[src/split_desc_pkg.sv]
package split_desc_pkg;

  // ---------------------------------------------------------------
  // Register byte offsets
  // ---------------------------------------------------------------
  localparam logic [4:0] OFS_WORD0 = 5'h00;
  localparam logic [4:0] OFS_WORD1 = 5'h04;
  localparam logic [4:0] OFS_WORD2 = 5'h08;
  localparam logic [4:0] OFS_WORD3 = 5'h0c;
  localparam logic [4:0] OFS_STATE = 5'h10;

  // ---------------------------------------------------------------
  // Word 0 fields
  // ---------------------------------------------------------------
  localparam int ACTIVE_POS = 0;
  localparam int TOTAL_LSB = 3;
  localparam int TOTAL_W = 15;
  localparam int MAXLEN_LSB = 18;
  localparam int MAXLEN_W = 11;
  localparam int EP_LSB_POS = 31;

  // ---------------------------------------------------------------
  // Word 1 fields
  // ---------------------------------------------------------------
  localparam int EP_HI_LSB = 0;
  localparam int FADDR_LSB = 3;
  localparam int TOKEN_LSB = 10;
  localparam int KIND_LSB = 12;
  localparam int SPLIT_POS = 14;
  localparam int RATE_LSB = 16;
  localparam int PORT_LSB = 18;
  localparam int HUB_LSB = 25;

  // ---------------------------------------------------------------
  // Word 2 and word 3 fields
  // ---------------------------------------------------------------
  localparam int PTR_LSB = 8;
  localparam int PTR_W = 16;
  localparam int RELOAD_LSB = 25;
  localparam int DONE_LSB = 0;
  localparam int NAK_RETRY_COUNTER_LSB = 19;
  localparam int CERR_LSB = 23;
  localparam int XERR_POS = 28;
  localparam int HALT_POS = 30;

  // ---------------------------------------------------------------
  // Writable masks and reset values
  // ---------------------------------------------------------------
  localparam logic [31:0] MASK_WORD0 = 32'h9ffffff9;
  localparam logic [31:0] MASK_WORD1 = 32'hffff7fff;
  localparam logic [31:0] MASK_WORD2 = 32'h1effff00;
  localparam logic [31:0] MASK_WORD3 = 32'h51ff7fff;
  localparam logic [31:0] RESET_WORD = 32'h00000000;

  // ---------------------------------------------------------------
  // Encodings
  // ---------------------------------------------------------------
  localparam logic [1:0] RATE_FULL = 2'h0;
  localparam logic [1:0] RATE_LOW = 2'h2;
  localparam logic [1:0] KIND_CONTROL = 2'h0;
  localparam logic [1:0] KIND_BULK = 2'h2;
  localparam logic [1:0] TOKEN_OUT = 2'h0;

  typedef enum logic [2:0] {
    RES_ACK = 3'h0,
    RES_NAK = 3'h1,
    RES_NYET = 3'h2,
    RES_BAD = 3'h3,
    RES_FATAL = 3'h4
  } result_type;

  typedef enum logic [2:0] {
    ST_IDLE = 3'h1,
    ST_ISSUE = 3'h2,
    ST_WAIT = 3'h4
  } state_type;

  typedef struct packed {
    logic split;
    logic [6:0] hub_addr;
    logic [6:0] hub_port_index;
    logic [1:0] line_rate_code;
    logic [1:0] endpoint_kind;
    logic [1:0] token;
    logic [6:0] function_addr;
    logic [3:0] endpoint_number;
    logic [10:0] max_payload_len;
    logic [15:0] payload_buffer_pointer;
  } exec_cmd_type;

  typedef struct packed {
    result_type code;
    logic [10:0] bytes;
  } exec_result_type;

endpackage

[src/async_split_descriptor.sv]
// The placing of the registers and the Avalon-MM register port are this design's own decisions.
`timescale 1ns/100ps
module async_split_descriptor
  import split_desc_pkg::*;
(
  // Clock and reset
  input wire logic sys_clk,
  input wire logic sys_rst,
  // Avalon-MM slave
  input wire logic [4:0] avs_address,
  input wire logic avs_read,
  input wire logic avs_write,
  input wire logic [31:0] avs_writedata,
  input wire logic [3:0] avs_byteenable,
  output logic [31:0] avs_readdata,
  output logic avs_waitrequest,
  // Transaction request
  output logic cmd_valid,
  input wire logic cmd_ready,
  output exec_cmd_type cmd,
  // Transaction result
  input wire logic result_valid,
  input wire exec_result_type result
);

  // ---------------------------------------------------------------
  // Descriptor storage and state
  // ---------------------------------------------------------------
  logic [31:0] word_q [4];
  logic [31:0] word_d [4];
  logic [1:0] cerr_init_q;
  logic [1:0] cerr_init_d;
  state_type state_q;
  state_type state_d;
  logic bus_ack_q;
  logic bus_ack_d;
  logic [31:0] rdata_q;
  logic [31:0] rdata_d;
  exec_cmd_type cmd_q;
  exec_cmd_type cmd_d;

  logic [31:0] be_mask;
  logic [14:0] done_sum;
  logic [1:0] cerr_now;
  logic [3:0] nak_now;
  logic [3:0] reload_now;
  logic [14:0] total_now;
  logic [14:0] done_now;
  logic [10:0] maxlen_now;

  // ---------------------------------------------------------------
  // Byte lane mask
  // ---------------------------------------------------------------
  genvar g;
  generate
    for (g = 0; g < 4; g++) begin : gen_lane
      assign be_mask[g*8 +: 8] = {8{avs_byteenable[g]}};
    end
  endgenerate

  assign cerr_now = word_q[3][CERR_LSB +: 2];
  assign nak_now = word_q[3][NAK_RETRY_COUNTER_LSB +: 4];
  assign reload_now = word_q[2][RELOAD_LSB +: 4];
  assign total_now = word_q[0][TOTAL_LSB +: TOTAL_W];
  assign done_now = word_q[3][DONE_LSB +: TOTAL_W];
  assign maxlen_now = word_q[0][MAXLEN_LSB +: MAXLEN_W];
  assign done_sum = done_now + {4'h0, result.bytes};

  // ---------------------------------------------------------------
  // Bus handshake
  // ---------------------------------------------------------------
  assign avs_waitrequest = (avs_read | avs_write) & ~bus_ack_q;
  assign avs_readdata = rdata_q;
  assign cmd_valid = (state_q == ST_ISSUE);
  assign cmd = cmd_q;

  // ---------------------------------------------------------------
  // Next state
  // ---------------------------------------------------------------
  always_comb begin
    logic [31:0] wmask;
    logic set_xerr;
    logic set_halt;
    wmask = 32'h00000000;
    set_xerr = 1'b0;
    set_halt = 1'b0;
    word_d = word_q;
    cerr_init_d = cerr_init_q;
    state_d = state_q;
    bus_ack_d = 1'b0;
    rdata_d = rdata_q;
    cmd_d = cmd_q;

    // Execution
    case (state_q)
      ST_IDLE: begin
        if (word_q[0][ACTIVE_POS]) begin
          state_d = ST_ISSUE;
          cmd_d.split = word_q[1][SPLIT_POS];
          cmd_d.hub_addr = word_q[1][HUB_LSB +: 7];
          cmd_d.hub_port_index = word_q[1][PORT_LSB +: 7];
          // Rate code only carries meaning for splits
          cmd_d.line_rate_code = word_q[1][SPLIT_POS] ?
            word_q[1][RATE_LSB +: 2] : RATE_FULL;
          cmd_d.endpoint_kind = word_q[1][KIND_LSB +: 2];
          cmd_d.token = word_q[1][TOKEN_LSB +: 2];
          cmd_d.function_addr = word_q[1][FADDR_LSB +: 7];
          cmd_d.endpoint_number = {word_q[1][EP_HI_LSB +: 3],
                                   word_q[0][EP_LSB_POS]};
          cmd_d.max_payload_len = maxlen_now;
          cmd_d.payload_buffer_pointer = word_q[2][PTR_LSB +: PTR_W];
        end
      end
      ST_ISSUE: begin
        if (!word_q[0][ACTIVE_POS]) begin
          state_d = ST_IDLE;
        end else if (cmd_ready) begin
          state_d = ST_WAIT;
        end
      end
      ST_WAIT: begin
        if (result_valid) begin
          state_d = ST_IDLE;
          case (result.code)
            RES_ACK: begin
              word_d[3][DONE_LSB +: TOTAL_W] = done_sum;
              // Short packet or byte total reached ends the descriptor
              if (done_sum >= total_now || result.bytes < maxlen_now) begin
                word_d[0][ACTIVE_POS] = 1'b0;
              end
              word_d[3][CERR_LSB +: 2] = cerr_init_q;
            end
            RES_NAK, RES_NYET: begin
              word_d[3][CERR_LSB +: 2] = cerr_init_q;
              if (result.code == RES_NAK && reload_now != 4'h0) begin
                word_d[3][NAK_RETRY_COUNTER_LSB +: 4] = nak_now - 4'h1;
                if (nak_now <= 4'h1) begin
                  word_d[3][NAK_RETRY_COUNTER_LSB +: 4] = 4'h0;
                  word_d[0][ACTIVE_POS] = 1'b0;
                end
              end
            end
            RES_BAD: begin
              if (cerr_now <= 2'h1) begin
                word_d[3][CERR_LSB +: 2] = 2'h0;
                word_d[3][XERR_POS] = 1'b1;
                set_xerr = 1'b1;
                word_d[0][ACTIVE_POS] = 1'b0;
              end else begin
                word_d[3][CERR_LSB +: 2] = cerr_now - 2'h1;
              end
            end
            default: begin
              word_d[3][HALT_POS] = 1'b1;
              set_halt = 1'b1;
              word_d[0][ACTIVE_POS] = 1'b0;
            end
          endcase
        end
      end
      default: begin
        state_d = ST_IDLE;
      end
    endcase

    // Register access
    if ((avs_read | avs_write) && !bus_ack_q) begin
      bus_ack_d = 1'b1;
      rdata_d = 32'h00000000;
      case (avs_address)
        OFS_WORD0: begin
          rdata_d = word_q[0];
          wmask = MASK_WORD0;
        end
        OFS_WORD1: begin
          rdata_d = word_q[1];
          wmask = MASK_WORD1;
        end
        OFS_WORD2: begin
          rdata_d = word_q[2];
          wmask = MASK_WORD2;
        end
        OFS_WORD3: begin
          rdata_d = word_q[3];
          wmask = MASK_WORD3;
        end
        OFS_STATE: begin
          rdata_d = {29'h00000000, state_q};
        end
        default: begin
          rdata_d = 32'h00000000;
        end
      endcase
      if (avs_write) begin
        wmask = wmask & be_mask;
        case (avs_address)
          OFS_WORD0: word_d[0] = (word_d[0] & ~wmask) | (avs_writedata & wmask);
          OFS_WORD1: word_d[1] = (word_d[1] & ~wmask) | (avs_writedata & wmask);
          OFS_WORD2: word_d[2] = (word_d[2] & ~wmask) | (avs_writedata & wmask);
          OFS_WORD3: begin
            word_d[3] = (word_d[3] & ~wmask) | (avs_writedata & wmask);
            if (avs_byteenable[2] | avs_byteenable[3]) begin
              cerr_init_d = avs_writedata[CERR_LSB +: 2];
            end
          end
          default: begin
            wmask = 32'h00000000;
          end
        endcase
      end
    end

    // Error flags raised by hardware win over a same-cycle clear
    word_d[3][XERR_POS] = word_d[3][XERR_POS] | set_xerr;
    word_d[3][HALT_POS] = word_d[3][HALT_POS] | set_halt;
  end

  // ---------------------------------------------------------------
  // Registers
  // ---------------------------------------------------------------
  always_ff @(posedge sys_clk) begin
    if (sys_rst) begin
      for (int i = 0; i < 4; i++) begin
        word_q[i] <= RESET_WORD;
      end
      cerr_init_q <= 2'h0;
      state_q <= ST_IDLE;
      bus_ack_q <= 1'b0;
      rdata_q <= RESET_WORD;
      cmd_q <= '0;
    end else begin
      word_q <= word_d;
      cerr_init_q <= cerr_init_d;
      state_q <= state_d;
      bus_ack_q <= bus_ack_d;
      rdata_q <= rdata_d;
      cmd_q <= cmd_d;
    end
  end

endmodule // async_split_descriptor

[config.mk]
export PLATFORM = sky130hd
export DESIGN_NAME = async_split_descriptor
export DESIGN_NICKNAME = d
export VERILOG_FILES = /design/src/split_desc_pkg.sv /design/src/async_split_descriptor.sv
export SDC_FILE = /design/constraint.sdc
export NUM_CORES = 1
export LEC_CHECK = 0
export BUFFER_PORTS_ARGS = -buffer_cell sky130_fd_sc_hd__buf_2
export CAP_MARGIN = 20
export CORE_UTILIZATION = 40
export CTS_CLUSTER_SIZE = 14
export DETAILED_ROUTE_END_ITERATION = 8
export PLACE_DENSITY = 0.68
export SYNTH_ARGS = -nofsm -noshare
export SYNTH_HDL_FRONTEND = slang
export SYNTH_SLANG_ARGS = --single-unit
[constraint.sdc]
create_clock -name sys_clk -period 4.2 [get_ports sys_clk]
set_input_delay 1.26 -clock sys_clk [delete_from_list [all_inputs] [get_ports sys_clk]]
set_output_delay 1.26 -clock sys_clk [all_outputs]
set_load 0.005 [all_outputs]
* After elaboration in Yosys (flattened, before gate mapping)
Cells that the tools add are included.
** Storage, ports and cells
- Register bits :: 225
- Logic and storage cells :: 121
** Cells by class
- Bitwise gates (word level) :: 17
- Eq/ne operators :: 13
- Muxes and demuxes :: 47
- Order comparisons :: 4
- Add/subtract/negate cells :: 3
- Reduce and logical (&&, ||, !) cells :: 17
** Operators with widths (number)
- 97-bit 2-to-1 mux :: 2
- 32-bit AND :: 6
- 32-bit case mux with 5 select lines :: 1
- 32-bit 2-to-1 mux :: 4
- 32-bit OR :: 4
- 32-bit case mux with 4 select lines :: 1
- 15-bit 2-to-1 mux :: 3
- 32-bit NOT :: 1
- 1-bit 2-to-1 mux :: 22
- 15-bit by 11-bit adder with 15-bit output :: 1
- 15-bit greater-or-equal comparator :: 1
- 3-bit AND reduction :: 5
- 3-bit 2-to-1 mux :: 4
- 4-bit 2-to-1 mux :: 3
- 6-bit 2-to-1 mux :: 2
- 11-bit < comparator :: 1
- 5-bit by 4-bit equality test with 1-bit output (second input constant) :: 2
- 3-bit by 2-bit equality test with 1-bit output (second input constant) :: 3
- 3-bit case mux with 3 select lines :: 1
- 3-bit by 1-bit equality test with 1-bit output (second input constant) :: 2
- 5-bit by 3-bit equality test with 1-bit output (second input constant) :: 1
- 5-bit equality test (second input constant) :: 1
- 5-bit zero test :: 1
- 4-bit by 1-bit <= comparator with 1-bit output (second input constant) :: 1
- 22 further kinds :: 28

* Depth between registers and ports, before layout
Gate-level depths: netlist (run 1).
- Word-level depth :: 13
- Depth in mapped cells :: 13

* Least setup slack after synthesis (run 1)
Ideal clock, no wire load.
- Kind :: input to register
- Start point :: input result[0] (netlist name)
- End point :: register word_q[96] (netlist name)
- Setup time :: 58 ps
- Required time :: 4142 ps
- Stages :: 12
- Arrival :: 4041 ps
- Setup slack :: 101 ps
- Cells stage by stage :: ha_1 > fa_1 > a211oi_1 > o211ai_1 > a211oi_1 > or3_1 > xnor2_1 > ha_1 > a211oi_1 > o211ai_1 > a2111oi_0 > a31o_2
** On the way
- Longest elaborated chain between the ends :: 12
** RTL lines
- start: declaration :: RTL line async_split_descriptor.sv:23 : input wire exec_result_type result
- 15-bit by 11-bit adder with 15-bit output :: RTL line async_split_descriptor.sv:67 : assign done_sum = done_now + {4'h0, result.bytes};
- 15-bit greater-or-equal comparator :: RTL line async_split_descriptor.sv:128 : if (done_sum >= total_now || result.bytes < maxlen_now) begin
- 1-bit logical OR * :: RTL line async_split_descriptor.sv:128
- 1-bit 2-to-1 mux * :: RTL line async_split_descriptor.sv:128
- 1-bit case mux with 3 select lines * :: RTL line async_split_descriptor.sv:124 : case (result.code)
- 1-bit 2-to-1 mux * :: RTL line async_split_descriptor.sv:122 : if (result_valid) begin
- 1-bit 2-to-1 mux * :: RTL line async_split_descriptor.sv:95 : case (state_q)
- 32-bit AND :: RTL line async_split_descriptor.sv:197 : OFS_WORD0: word_d[0] = (word_d[0] & ~wmask) | (avs_writedata & wmask);
- 32-bit OR :: RTL line async_split_descriptor.sv:197
- 1-bit 2-to-1 mux :: RTL line async_split_descriptor.sv:196 : case (avs_address)
- 97-bit 2-to-1 mux :: RTL line async_split_descriptor.sv:194 : if (avs_write) begin
- 97-bit 2-to-1 mux * :: RTL line async_split_descriptor.sv:167 : if ((avs_read | avs_write) && !bus_ack_q) begin
- end signal: assignment :: RTL line async_split_descriptor.sv:232 : word_q <= word_d;
- end: declaration :: RTL line async_split_descriptor.sv:29 : logic [31:0] word_q [4];
Mark *: on every way between the ends. The rest lies on a longest branch, timed or not.
A chain may end at the register's enable or synchronous reset.

* Final worst setup path (run 1)
Same ends and word-level chain as after synthesis.

==> metrics.txt, run 1 <==
area grow syn2layout 17.6%; GP Congestion 0.949; Peak supply drop 0.238 mV; leading post-synthesis cells by cell area dfxtp_1, nand2_1, a21oi_1; HP Start cmd[36]$_SDFFE_PP0P_; chip height 162 um; Max-cap violations 0; EDFF count, synth 0; Crit Path Category input port to register; ordered cell list for the critical path buf_2 -> ha_1 -> fa_1 -> a211oi_1 -> o211ai_1 -> a211oi_1 -> or3_1 -> xnor2_1 -> ha_1 -> a211oi_1 -> o211ai_1 -> a2111oi_0 -> a31o_2; post-CTS setup repair buffer count 0; global-route total usage across every layer 22.7%; Remaining DRCs 0; PortBufs 153; DP HPWL 20.9 mm; Clk Latency, worst-skew pair between 0.5 and 0.6 ns; Row Count 58; setup TNS 0 ns; placed cells 1,607; HP Class register to register; fillcell total about 2,400; Core ar. between 20,000 and 30,000 um2; GRT met1 Usage 29.0%; Final Hold Vio Count 0; critical path's slowest cell fa_1; antenna viol nets, final 0; first drt pass iteration count 5; fmax 0.256 GHz; CP startpoint result[0]; Rel. slew slack 42.3%; 1st-iter DRT viols 692; Power Density 372 nW/um2; worst slack at placement -0.217 ns; global-route wire length before repair approximately 47 mm; Layout Utilization between 40% and 50%; crit share post-route 93.0%; Multi-input gate area 5180 um2; Worst Tran Pin Value between 0.8 and 0.9 ns; Die Wd about 160 um; Root Buffer clkbuf_16; CP delay by family, top compound AO/OA/AOI/OAI gates; drt wl/cell 18.1 um; Final min period a little under 4 ns; layout cells sized above 1 19.4%; Pleak 4.50 nW; Post-synth top cells nand2_1, dfxtp_1, a21oi_1, nand3_1, nor2_1; CP Data Required Time 4.67 ns; status complete, no violations; M3 GR Usage between 4 and 5%; register area 4500 um2; Clock Path Buffers 3; Post-Syn Area between 10,000 and 15,000 um2; top-area cell type share of the netlist area between 40% and 50%; Final #Nets around 1,400; #FFs+latches synth 225; setup ws final approximately 0.3 ns; cells after synthesis 1,187; RSZ-0062 raised after global routing false; worst path bufs/invs 1; grt met2 use between 30% and 40%; final setup violation count 0; CP endpoint kind register; GRT overflow 0; Hold-fix buffers, CTS 0; total number of vias 9,032; Die ar. 26,100 um2; Worst setup SP type input port; prevailing post-synth register cell dfxtp_1; Post-synth ARST share 0%; Ys Warns 0; Syn Area/Cell 8.57 um2; io pins 154; part of the Yosys area used for sequential elements around 44%; r2r startpoint done_now[0]$_SDFF_PP0_; clk slew on worst S/H paths 0.06 ns; vias in the first global route 8,588; Non-Filler Instances 1,653; vias per cell 5.46; Slew Viols, Final 0; TritonCTS clock tree done; largest net degree at the start of global routing 90; leading area contributor after synthesis dfxtp_1; most frequent CP cell a211oi_1; most frequent cell after synthesis nand2_1; Placed Area 11,200 um2; CP max FO 3; unique cell type count in the Yosys netlist slightly above 60; post-CTS sizing 0; clock skew 0.0117 ns; Finished Cell Area 12,000 um2; Syn Nets approximately 1,300; total CTS buffers 25; Clock Sinks 225; Critical Path Max Stage Delay 0.42 ns; gr busiest metal met2; H-tree Lvls 1; Initial Util 40.7%; critical path arrival roughly 4.4 ns; antenna violations before repair 3; drt total wl 29.9 mm
## metal layers
metal  share of wire, %  vias up  routed length [um]
li1                   -     4365                   -
met1                 42     4288               12600
met2                 47      319               14100
met3                7.2       58                2140
met4                3.5        2                1060
met5              0.027        -                   8
## stage by stage
| step | power (mW) | hold slack (ns) |
|---|---|---|
| 3_3_place_gp | 2.44 | 0.441 |
| 4_1_cts | 4.48 | 0.453 |
| 5_1_grt | 4.60 | 0.469 |
| 3_5_place_dp | 2.44 | 0.444 |
| 6_report | 4.45 | 0.449 |
| 2_1_floorplan | 2.34 | 0.432 |
## worst min-delay path: stages (launching register included)
cell and delay, ns:
dfxtp_1 0.30, nand2_1 0.05, a21oi_1 0.05
## power breakdown
part	internal (mW)	switching, mW	leakage (nW)
logic	0.0819	0.170	2.31
registers	2.14	0.00564	1.81
clock network	1.19	0.865	0.373
total	3.41	1.04	4.50
## kinds of logic after synthesis
family / share of synthesized area, %
muxes: 8.16
and+or+nand+nor: 21.3
buffers and inverters: 4.84
AOI/OAI and AO/OA: 15.3
DFF: 44.3
xor gates and xnor gates: 1.29
adders and majority gates: 4.87
## final cells by class
class	count	share of cell area, %
Timing Repair Buffer	173	8.02
Tap cell	330	3.45
Clock inverter	6	0.293
Clock buffer	36	6.07
Inverter	37	1.16
Antenna cell	4	0.0836
Multi-Input combinational cell	842	43.3
Sequential cell	225	37.6
## layout by cell type, fill, tap and decap left out, drive strengths merged, types with 5 or more instances in the layout
cell / instances
a211oi: 17
a21oi: 161
a221oi: 5
a22oi: 29
a311oi: 8
buf: 173
clkbuf: 36
dfxtp: 225
ha: 38
inv: 37
mux2i: 11
mux4: 32
nand2: 247
nand3: 95
nor2: 79
nor2b: 28
nor3: 10
nor3b: 6
o211ai: 5
o21ai: 11
xnor2: 10
xor2: 5
## path summary, 6_finish.rpt
path	end	slack [ns]	cells past startpoint
max	word_q[96]$_SDFF_PP0_	0.29	13
min	cmd[36]$_SDFFE_PP0P_	0.45	2
min reg2reg	cmd[36]$_SDFFE_PP0P_	0.45	2
max reg2reg	word_q[96]$_SDFF_PP0_	0.82	12
Power figures use the tool's default switching activity.
==> inputs of run 2 (changes only) <==
--- a/config.mk
+++ b/config.mk
@@ -7,10 +7,10 @@
 export LEC_CHECK = 0
 export BUFFER_PORTS_ARGS = -buffer_cell sky130_fd_sc_hd__buf_2
 export CAP_MARGIN = 20
-export CORE_UTILIZATION = 40
+export CORE_UTILIZATION = 50
 export CTS_CLUSTER_SIZE = 14
 export DETAILED_ROUTE_END_ITERATION = 8
-export PLACE_DENSITY = 0.68
+export PLACE_DENSITY = 0.8
 export SYNTH_ARGS = -nofsm -noshare
 export SYNTH_HDL_FRONTEND = slang
 export SYNTH_SLANG_ARGS = --single-unit
==> constraint.sdc (replaced) <==
create_clock -name sys_clk -period 4.2 [get_ports sys_clk]
set_input_delay 1.26 -clock sys_clk [delete_from_list [all_inputs] [get_ports sys_clk]]
set_output_delay 1.26 -clock sys_clk [all_outputs]
set_load 0.01 [all_outputs]
==> run 2 against run 1 <==
  * Fmax is 0.17% higher
  * Sequential share of layout area hardly changed
  * Combinational power about the same
  * Via count grew 1.1%
  * Wire length is 4.7% lower
  * Core utilization rose by 13 points
  * Die area shrank 20%
  * Worst hold slack lost 0.00052 ns
  * Flip-flop and latch count did not move
  * Critical endpoint unchanged
  * Largest cell class unchanged
  * Largest power group unchanged
==> metrics.txt, run 2 (synthesized netlist as in run 1, its figures left out) <==
total number of vias 9,127 (+1.1%); setup TNS 0 ns (unchanged); vias in the first global route 8,402 (-2.2%); largest net degree at the start of global routing 137 (+52%); clock skew 0.0127 ns (+0.000933 ns); io pins 154 (unchanged); Die Wd 145 um (-10%); CP max FO 2 (-1); ordered cell list for the critical path buf_2 -> ha_1 -> fa_1 -> a211oi_2 -> o211ai_1 -> a211oi_1 -> buf_4 -> or3_1 -> xnor2_1 -> ha_1 -> a211oi_1 -> o211ai_1 -> a2111oi_0 -> a31o_2; Power Density 380 nW/um2 (+2.1%); Final Hold Vio Count 0 (unchanged); HP Class register to register; drt wl/cell 17.9 um (-1.0%); layout cells sized above 1 20.1% (+0.73 points); area grow syn2layout 17.6% (about the same); vias per cell 5.73 (+4.9%); CP delay by family, top compound AO/OA/AOI/OAI gates; DP HPWL 19.9 mm (-4.6%); Crit Path Category input port to register; Final #Nets 1,408 (+0.28%); CP endpoint kind register; final setup violation count 0 (unchanged); fillcell total 1,668 (-31%); global-route total usage across every layer 27.4% (+4.7 points); PortBufs 153 (unchanged); GP Congestion 0.918 (-3.3%); worst path bufs/invs 2 (+1); Clock Sinks 225 (unchanged); critical path arrival 4.37 ns (about the same); total CTS buffers 24 (-4.0%); Max-cap violations 0 (unchanged); Row Count 51 (-12%); CP Data Required Time 4.67 ns (about the same); antenna viol nets, final 0 (unchanged); Slew Viols, Final 0 (unchanged); RSZ-0062 raised after global routing false; Clk Latency, worst-skew pair 0.52 ns (about the same); Worst Tran Pin Value 1.02 ns (+0.159 ns); Die ar. 20,900 um2 (-20%); Remaining DRCs 0 (unchanged); Pleak 4.55 nW (+1.1%); drt total wl 28.5 mm (-4.7%); H-tree Lvls 1 (unchanged); Worst setup SP type input port; 1st-iter DRT viols 1,011 (+46%); fmax 0.256 GHz (+0.17%); antenna violations before repair 1 (-2); Core ar. 19,700 um2 (-21%); Rel. slew slack 31.8% (-11 points); first drt pass iteration count 5 (unchanged); commonest non-fill, non-tap cell in the layout nand2_1; GRT overflow 0 (unchanged); setup ws final 0.299 ns (+0.00670 ns); commonest cells after routing, fill and taps aside nand2_1, dfxtp_1, a21oi_1, buf_2, nand3_1; chip height 145 um (-10%); Clock Path Buffers 3 (unchanged); crit share post-route 92.9% (-0.16 points); Root Buffer clkbuf_16; Critical Path Max Stage Delay 0.43 ns (about the same); Final min period 3.90 ns (-0.00670 ns); Initial Util 51.6% (+11 points); register area 4500 um2 (unchanged); critical path's slowest cell a2111oi_0; status complete, no violations; worst slack at placement -0.275 ns (-0.0584 ns); clk slew on worst S/H paths 0.06 ns (about the same); TritonCTS clock tree done; global-route wire length before repair 44.6 mm (-5.0%); Multi-input gate area 5190 um2 (about the same); Peak supply drop 0.340 mV (+43%)
## run 2: changes by cell type in the layout (fill, tap and decap cells not counted), sizes merged
cell	delta
clkinv	+1
diode	-3
clkinvlp	+1
clkbuf	-2
inv	+1
bufinv	+1
buf	+5
## run 2: final cells by class
type | instances | share of cell area [%]
Antenna cell | 1 | 0.0209
Sequential cell | 225 | 37.6
Multi-Input combinational cell | 842 | 43.3
Timing Repair Buffer | 178 | 8.23
Inverter | 37 | 1.16
Clock buffer | 34 | 6.10
Tap cell | 265 | 2.77
Clock inverter | 10 | 0.742
## run 2: routing by layer
| metal | track usage (%) | wire length [um] | up-vias |
|---|---|---|---|
| met5 | 0 | 0 | - |
| li1 | - | - | 4381 |
| met2 | 43.7 | 13100 | 366 |
| met3 | 5.82 | 2210 | 54 |
| met4 | 9.14 | 831 | 0 |
| met1 | 36.9 | 12400 | 4326 |
## run 2: worst min-delay path, cell delays in order, from the launching register on
cell	delay (ns)
dfxtp_1	0.31
nand2_1	0.05
a21oi_1	0.05
## run 2: final timing paths
check	start	endpoint	slack (ns)	cells past startpoint
setup / recovery	result[0]	word_q[96]$_SDFF_PP0_	0.30	14
hold reg to reg	cmd[28]$_SDFFE_PP0P_	cmd[28]$_SDFFE_PP0P_	0.45	2
hold / removal	cmd[28]$_SDFFE_PP0P_	cmd[28]$_SDFFE_PP0P_	0.45	2
setup reg to reg	done_now[0]$_SDFF_PP0_	word_q[96]$_SDFF_PP0_	0.84	13
## run 2: report_power, final
| part | internal [mW] | switching, mW | total, mW |
|---|---|---|---|
| combinational | 0.0838 | 0.167 | 0.251 |
| clock | 1.28 | 0.876 | 2.15 |
| sequential | 2.14 | 0.00513 | 2.15 |
## run 2: per-stage QoR
stage	util [%]	cells	hold slack [ns]	cell area [um2]	power [mW]
2_1_floorplan	-	1187	0.432	10200	2.34
3_3_place_gp	56.5	1547	0.439	11100	2.44
3_5_place_dp	56.5	1547	0.443	11100	2.44
4_1_cts	60.7	1591	0.452	12000	4.58
5_1_grt	60.7	1591	0.471	12000	4.68
6_report	60.7	1592	0.449	12000	4.55
## run 2: what timing repair did
item                                    4_1_cts  5_1_grt
gates resized for setup                       0        1
endpoints found under the setup margin        0        1
buffers inserted                              0        0
hold buffers                                  0        0
==> inputs of run 3 (changes only) <==
--- a/config.mk
+++ b/config.mk
@@ -5,12 +5,14 @@
 export SDC_FILE = /design/constraint.sdc
 export NUM_CORES = 1
 export LEC_CHECK = 0
+export ABC_AREA = 1
 export BUFFER_PORTS_ARGS = -buffer_cell sky130_fd_sc_hd__buf_2
 export CAP_MARGIN = 20
 export CORE_UTILIZATION = 50
 export CTS_CLUSTER_SIZE = 14
 export DETAILED_ROUTE_END_ITERATION = 8
 export PLACE_DENSITY = 0.8
+export RECOVER_POWER = 50
 export SYNTH_ARGS = -nofsm -noshare
 export SYNTH_HDL_FRONTEND = slang
 export SYNTH_SLANG_ARGS = --single-unit
==> run 3 against run 2 <==
  * The run now ends with capacitance limit, slew limit left
  * Combinational power is 2% lower
  * Fmax is 11% higher
  * Critical path depth fell by 7
  * Critical path type is now register to register
  * Largest cell class unchanged
==> metrics.txt, run 3 <==
Worst Tran Pin Value 2.97 ns (+1.95 ns); critical path depth 7 (-7); Critical Path Max Stage Delay 1.13 ns (+0.70 ns); Die ar. 20,900 um2 (about the same); status finished with violations; Clock Path Buffers 3 (unchanged); diode count 0 (-1); post-CTS setup repair buffer count 0 (unchanged); worst path bufs/invs 3 (+1); crit share post-route 83.6% (-9.3 points); HP Class register to register; Root Buffer clkbuf_16; top-area cell type share of the netlist area 44.3% (about the same); part of the Yosys area used for sequential elements 44.3% (about the same); PortBufs 153 (unchanged); setup TNS 0 ns (unchanged); drt wl/cell 17.0 um (-4.9%); CP startpoint state_q[0]$_SDFFE_PP1P_; chip height 145 um (about the same); 1st-iter DRT viols 888 (-12%); Post-synth ARST share 0% (unchanged); fmax 0.285 GHz (+11%); Worst setup SP type register; crit path to cmd[31]$_SDFFE_PP0P_; Post-Syn Area 10,200 um2 (about the same); Syn Area/Cell 7.54 um2 (-12%); CP max FO 37 (+35); area grow syn2layout 14.5%; clk slew on worst S/H paths 0.07 ns (about the same); Hold-fix buffers, CTS 0 (unchanged); failing checks capacitance limit, slew limit; most frequent CP cell inv_1; CP delay by family, top simple AND/OR/NAND/NOR gates; total CTS buffers 23 (-4.2%); vias in the first global route 8,813 (+4.9%); vias per cell 5.55 (-3.3%); EDFF count, synth 0 (unchanged); Rel. slew slack -98.3% (-130 points); Power Density 380 nW/um2 (+0.12%); Clk Latency, worst-skew pair 0.51 ns (about the same); r2r startpoint state_q[0]$_SDFFE_PP1P_; Remaining DRCs 0 (unchanged); critical path's slowest cell nor2_2; Final min period 3.51 ns (-0.390 ns); Layout Utilization 59.1% (-1.6 points); Final Hold Vio Count 0 (unchanged); prevailing post-synth register cell dfxtp_1; Core ar. 19,700 um2 (unchanged); Post-synth top cells dfxtp_1, o21ai_0, a21oi_1, inv_1, nand2_1; Die Wd 145 um (about the same); global-route total usage across every layer 28.4% (+1.0 points); Non-Filler Instances 1,753 (+10%); post-CTS sizing 0 (unchanged); antenna viol nets, final 0 (unchanged); Ys Warns 0 (unchanged); Peak supply drop 0.264 mV (-22%); GRT overflow 0 (unchanged); Row Count 51 (unchanged); RSZ-0062 raised after global routing false; R2R depth 7 (-6); Final #Nets 1,574 (+12%); r2r endpoint cmd[31]$_SDFFE_PP0P_; leading area contributor after synthesis dfxtp_1; critical path arrival 3.93 ns (-0.44 ns); final setup violation count 0 (unchanged); unique cell type count in the Yosys netlist 43 (-31%); clock skew 0.0106 ns (-0.00207 ns); cells after synthesis 1,349 (+14%); Crit Path Category register to register; Initial Util 51.6% (about the same); #FFs+latches synth 225 (unchanged); Clock Sinks 225 (unchanged); GP Congestion 0.928 (+1.0%); first drt pass iteration count 6 (+1); antenna violations before repair 0 (-1); layout cells sized above 1 9.07% (-11 points); global-route wire length before repair 46.2 mm (+3.5%); Slew Viols, Final 102 (+102); Max-cap violations 2 (+2); most frequent cell after synthesis dfxtp_1; leading post-synthesis cells by cell area dfxtp_1, o21ai_0, a21oi_1; CP Data Required Time 4.61 ns (-0.06 ns); commonest cells after routing, fill and taps aside dfxtp_1, o21ai_0, a21oi_1, inv_1, nand2_1; commonest non-fill, non-tap cell in the layout dfxtp_1; CP endpoint kind register; TritonCTS clock tree done; total number of vias 9,722 (+6.5%); Worst R2R Setup Slack 0.69 ns (-0.15 ns); largest net degree at the start of global routing 81 (-41%); Pleak 4.47 nW (-1.7%); Syn Nets 1,449 (+13%); ordered cell list for the critical path inv_1 -> nor3_1 -> inv_1 -> nor2_2 -> clkbuf_1 -> o21ai_0 -> a21oi_1; placed cells 1,714 (+11%); DP HPWL 21.3 mm (+7.0%); io pins 154 (unchanged); drt total wl 29.9 mm (+4.7%); H-tree Lvls 1 (unchanged)
## run 3: logic make-up after synthesis
kind of cell / count (synthesis) / synth area share (%)
AO/OA/AOI/OAI: 494 / 25.3
XOR/XNOR: 9 / 0.775
adder cells (fa/ha/maj): 39 / 4.87
buffers and inverters: 250 / 9.82
flip-flops: 225 / 44.3
multiplexers: 2 / 0.197
AND/OR/NAND/NOR: 330 / 14.7
## run 3: metrics by stage
step	cell area [um2]	hold slack (ns)	worst slack, ns	total power [mW]
after CTS	11800	0.423	0.893	4.44
after global routing	11600	0.454	0.351	4.55
after global placement	11100	0.411	0.410	2.43
after detailed placement	11100	0.413	0.376	2.44
after floorplan	10200	0.403	0.742	2.33
final	11600	0.426	0.689	4.43
## run 3: how the worst min path moves through the flow
stage,startpoint,end,slack [ns],cells past startpoint
after floorplan,register,register,0.40,2
after detailed placement,register,register,0.41,2
after global placement,register,register,0.41,2
final,register,register,0.43,2
after global routing,register,register,0.45,2
after CTS,register,register,0.42,2
## run 3: where the power goes
| group | leakage [nW] | internal (mW) | switching [mW] |
|---|---|---|---|
| clock | 0.361 | 1.20 | 0.843 |
| combinational | 2.30 | 0.0746 | 0.171 |
| sequential | 1.81 | 2.14 | 0.00355 |
## run 3: layout make-up
| type | instances | area (um2) |
|---|---|---|
| inverters | 185 | 701 |
| fillers | 1865 | 8070 |
| multi-input cells | 874 | 4640 |
| repair buffers | 165 | 729 |
| well taps | 265 | 332 |
| clock buffers | 31 | 646 |
| clock inverters | 8 | 98.8 |
| flip-flops and latches | 225 | 4500 |
## run 3: routing by layer
| metal | GRT usage (%) | share of wire (%) |
|---|---|---|
| met3 | 3.77 | 7.8 |
| met4 | 7.42 | 2.2 |
| met1 | 38.1 | 44 |
| met5 | 0 | 0 |
| met2 | 47.9 | 46 |
## run 3: tightest hold or removal path: stages (launching register included)
cell     delay (ns)
dfxtp_1        0.31
inv_1          0.05
nor2_1         0.03
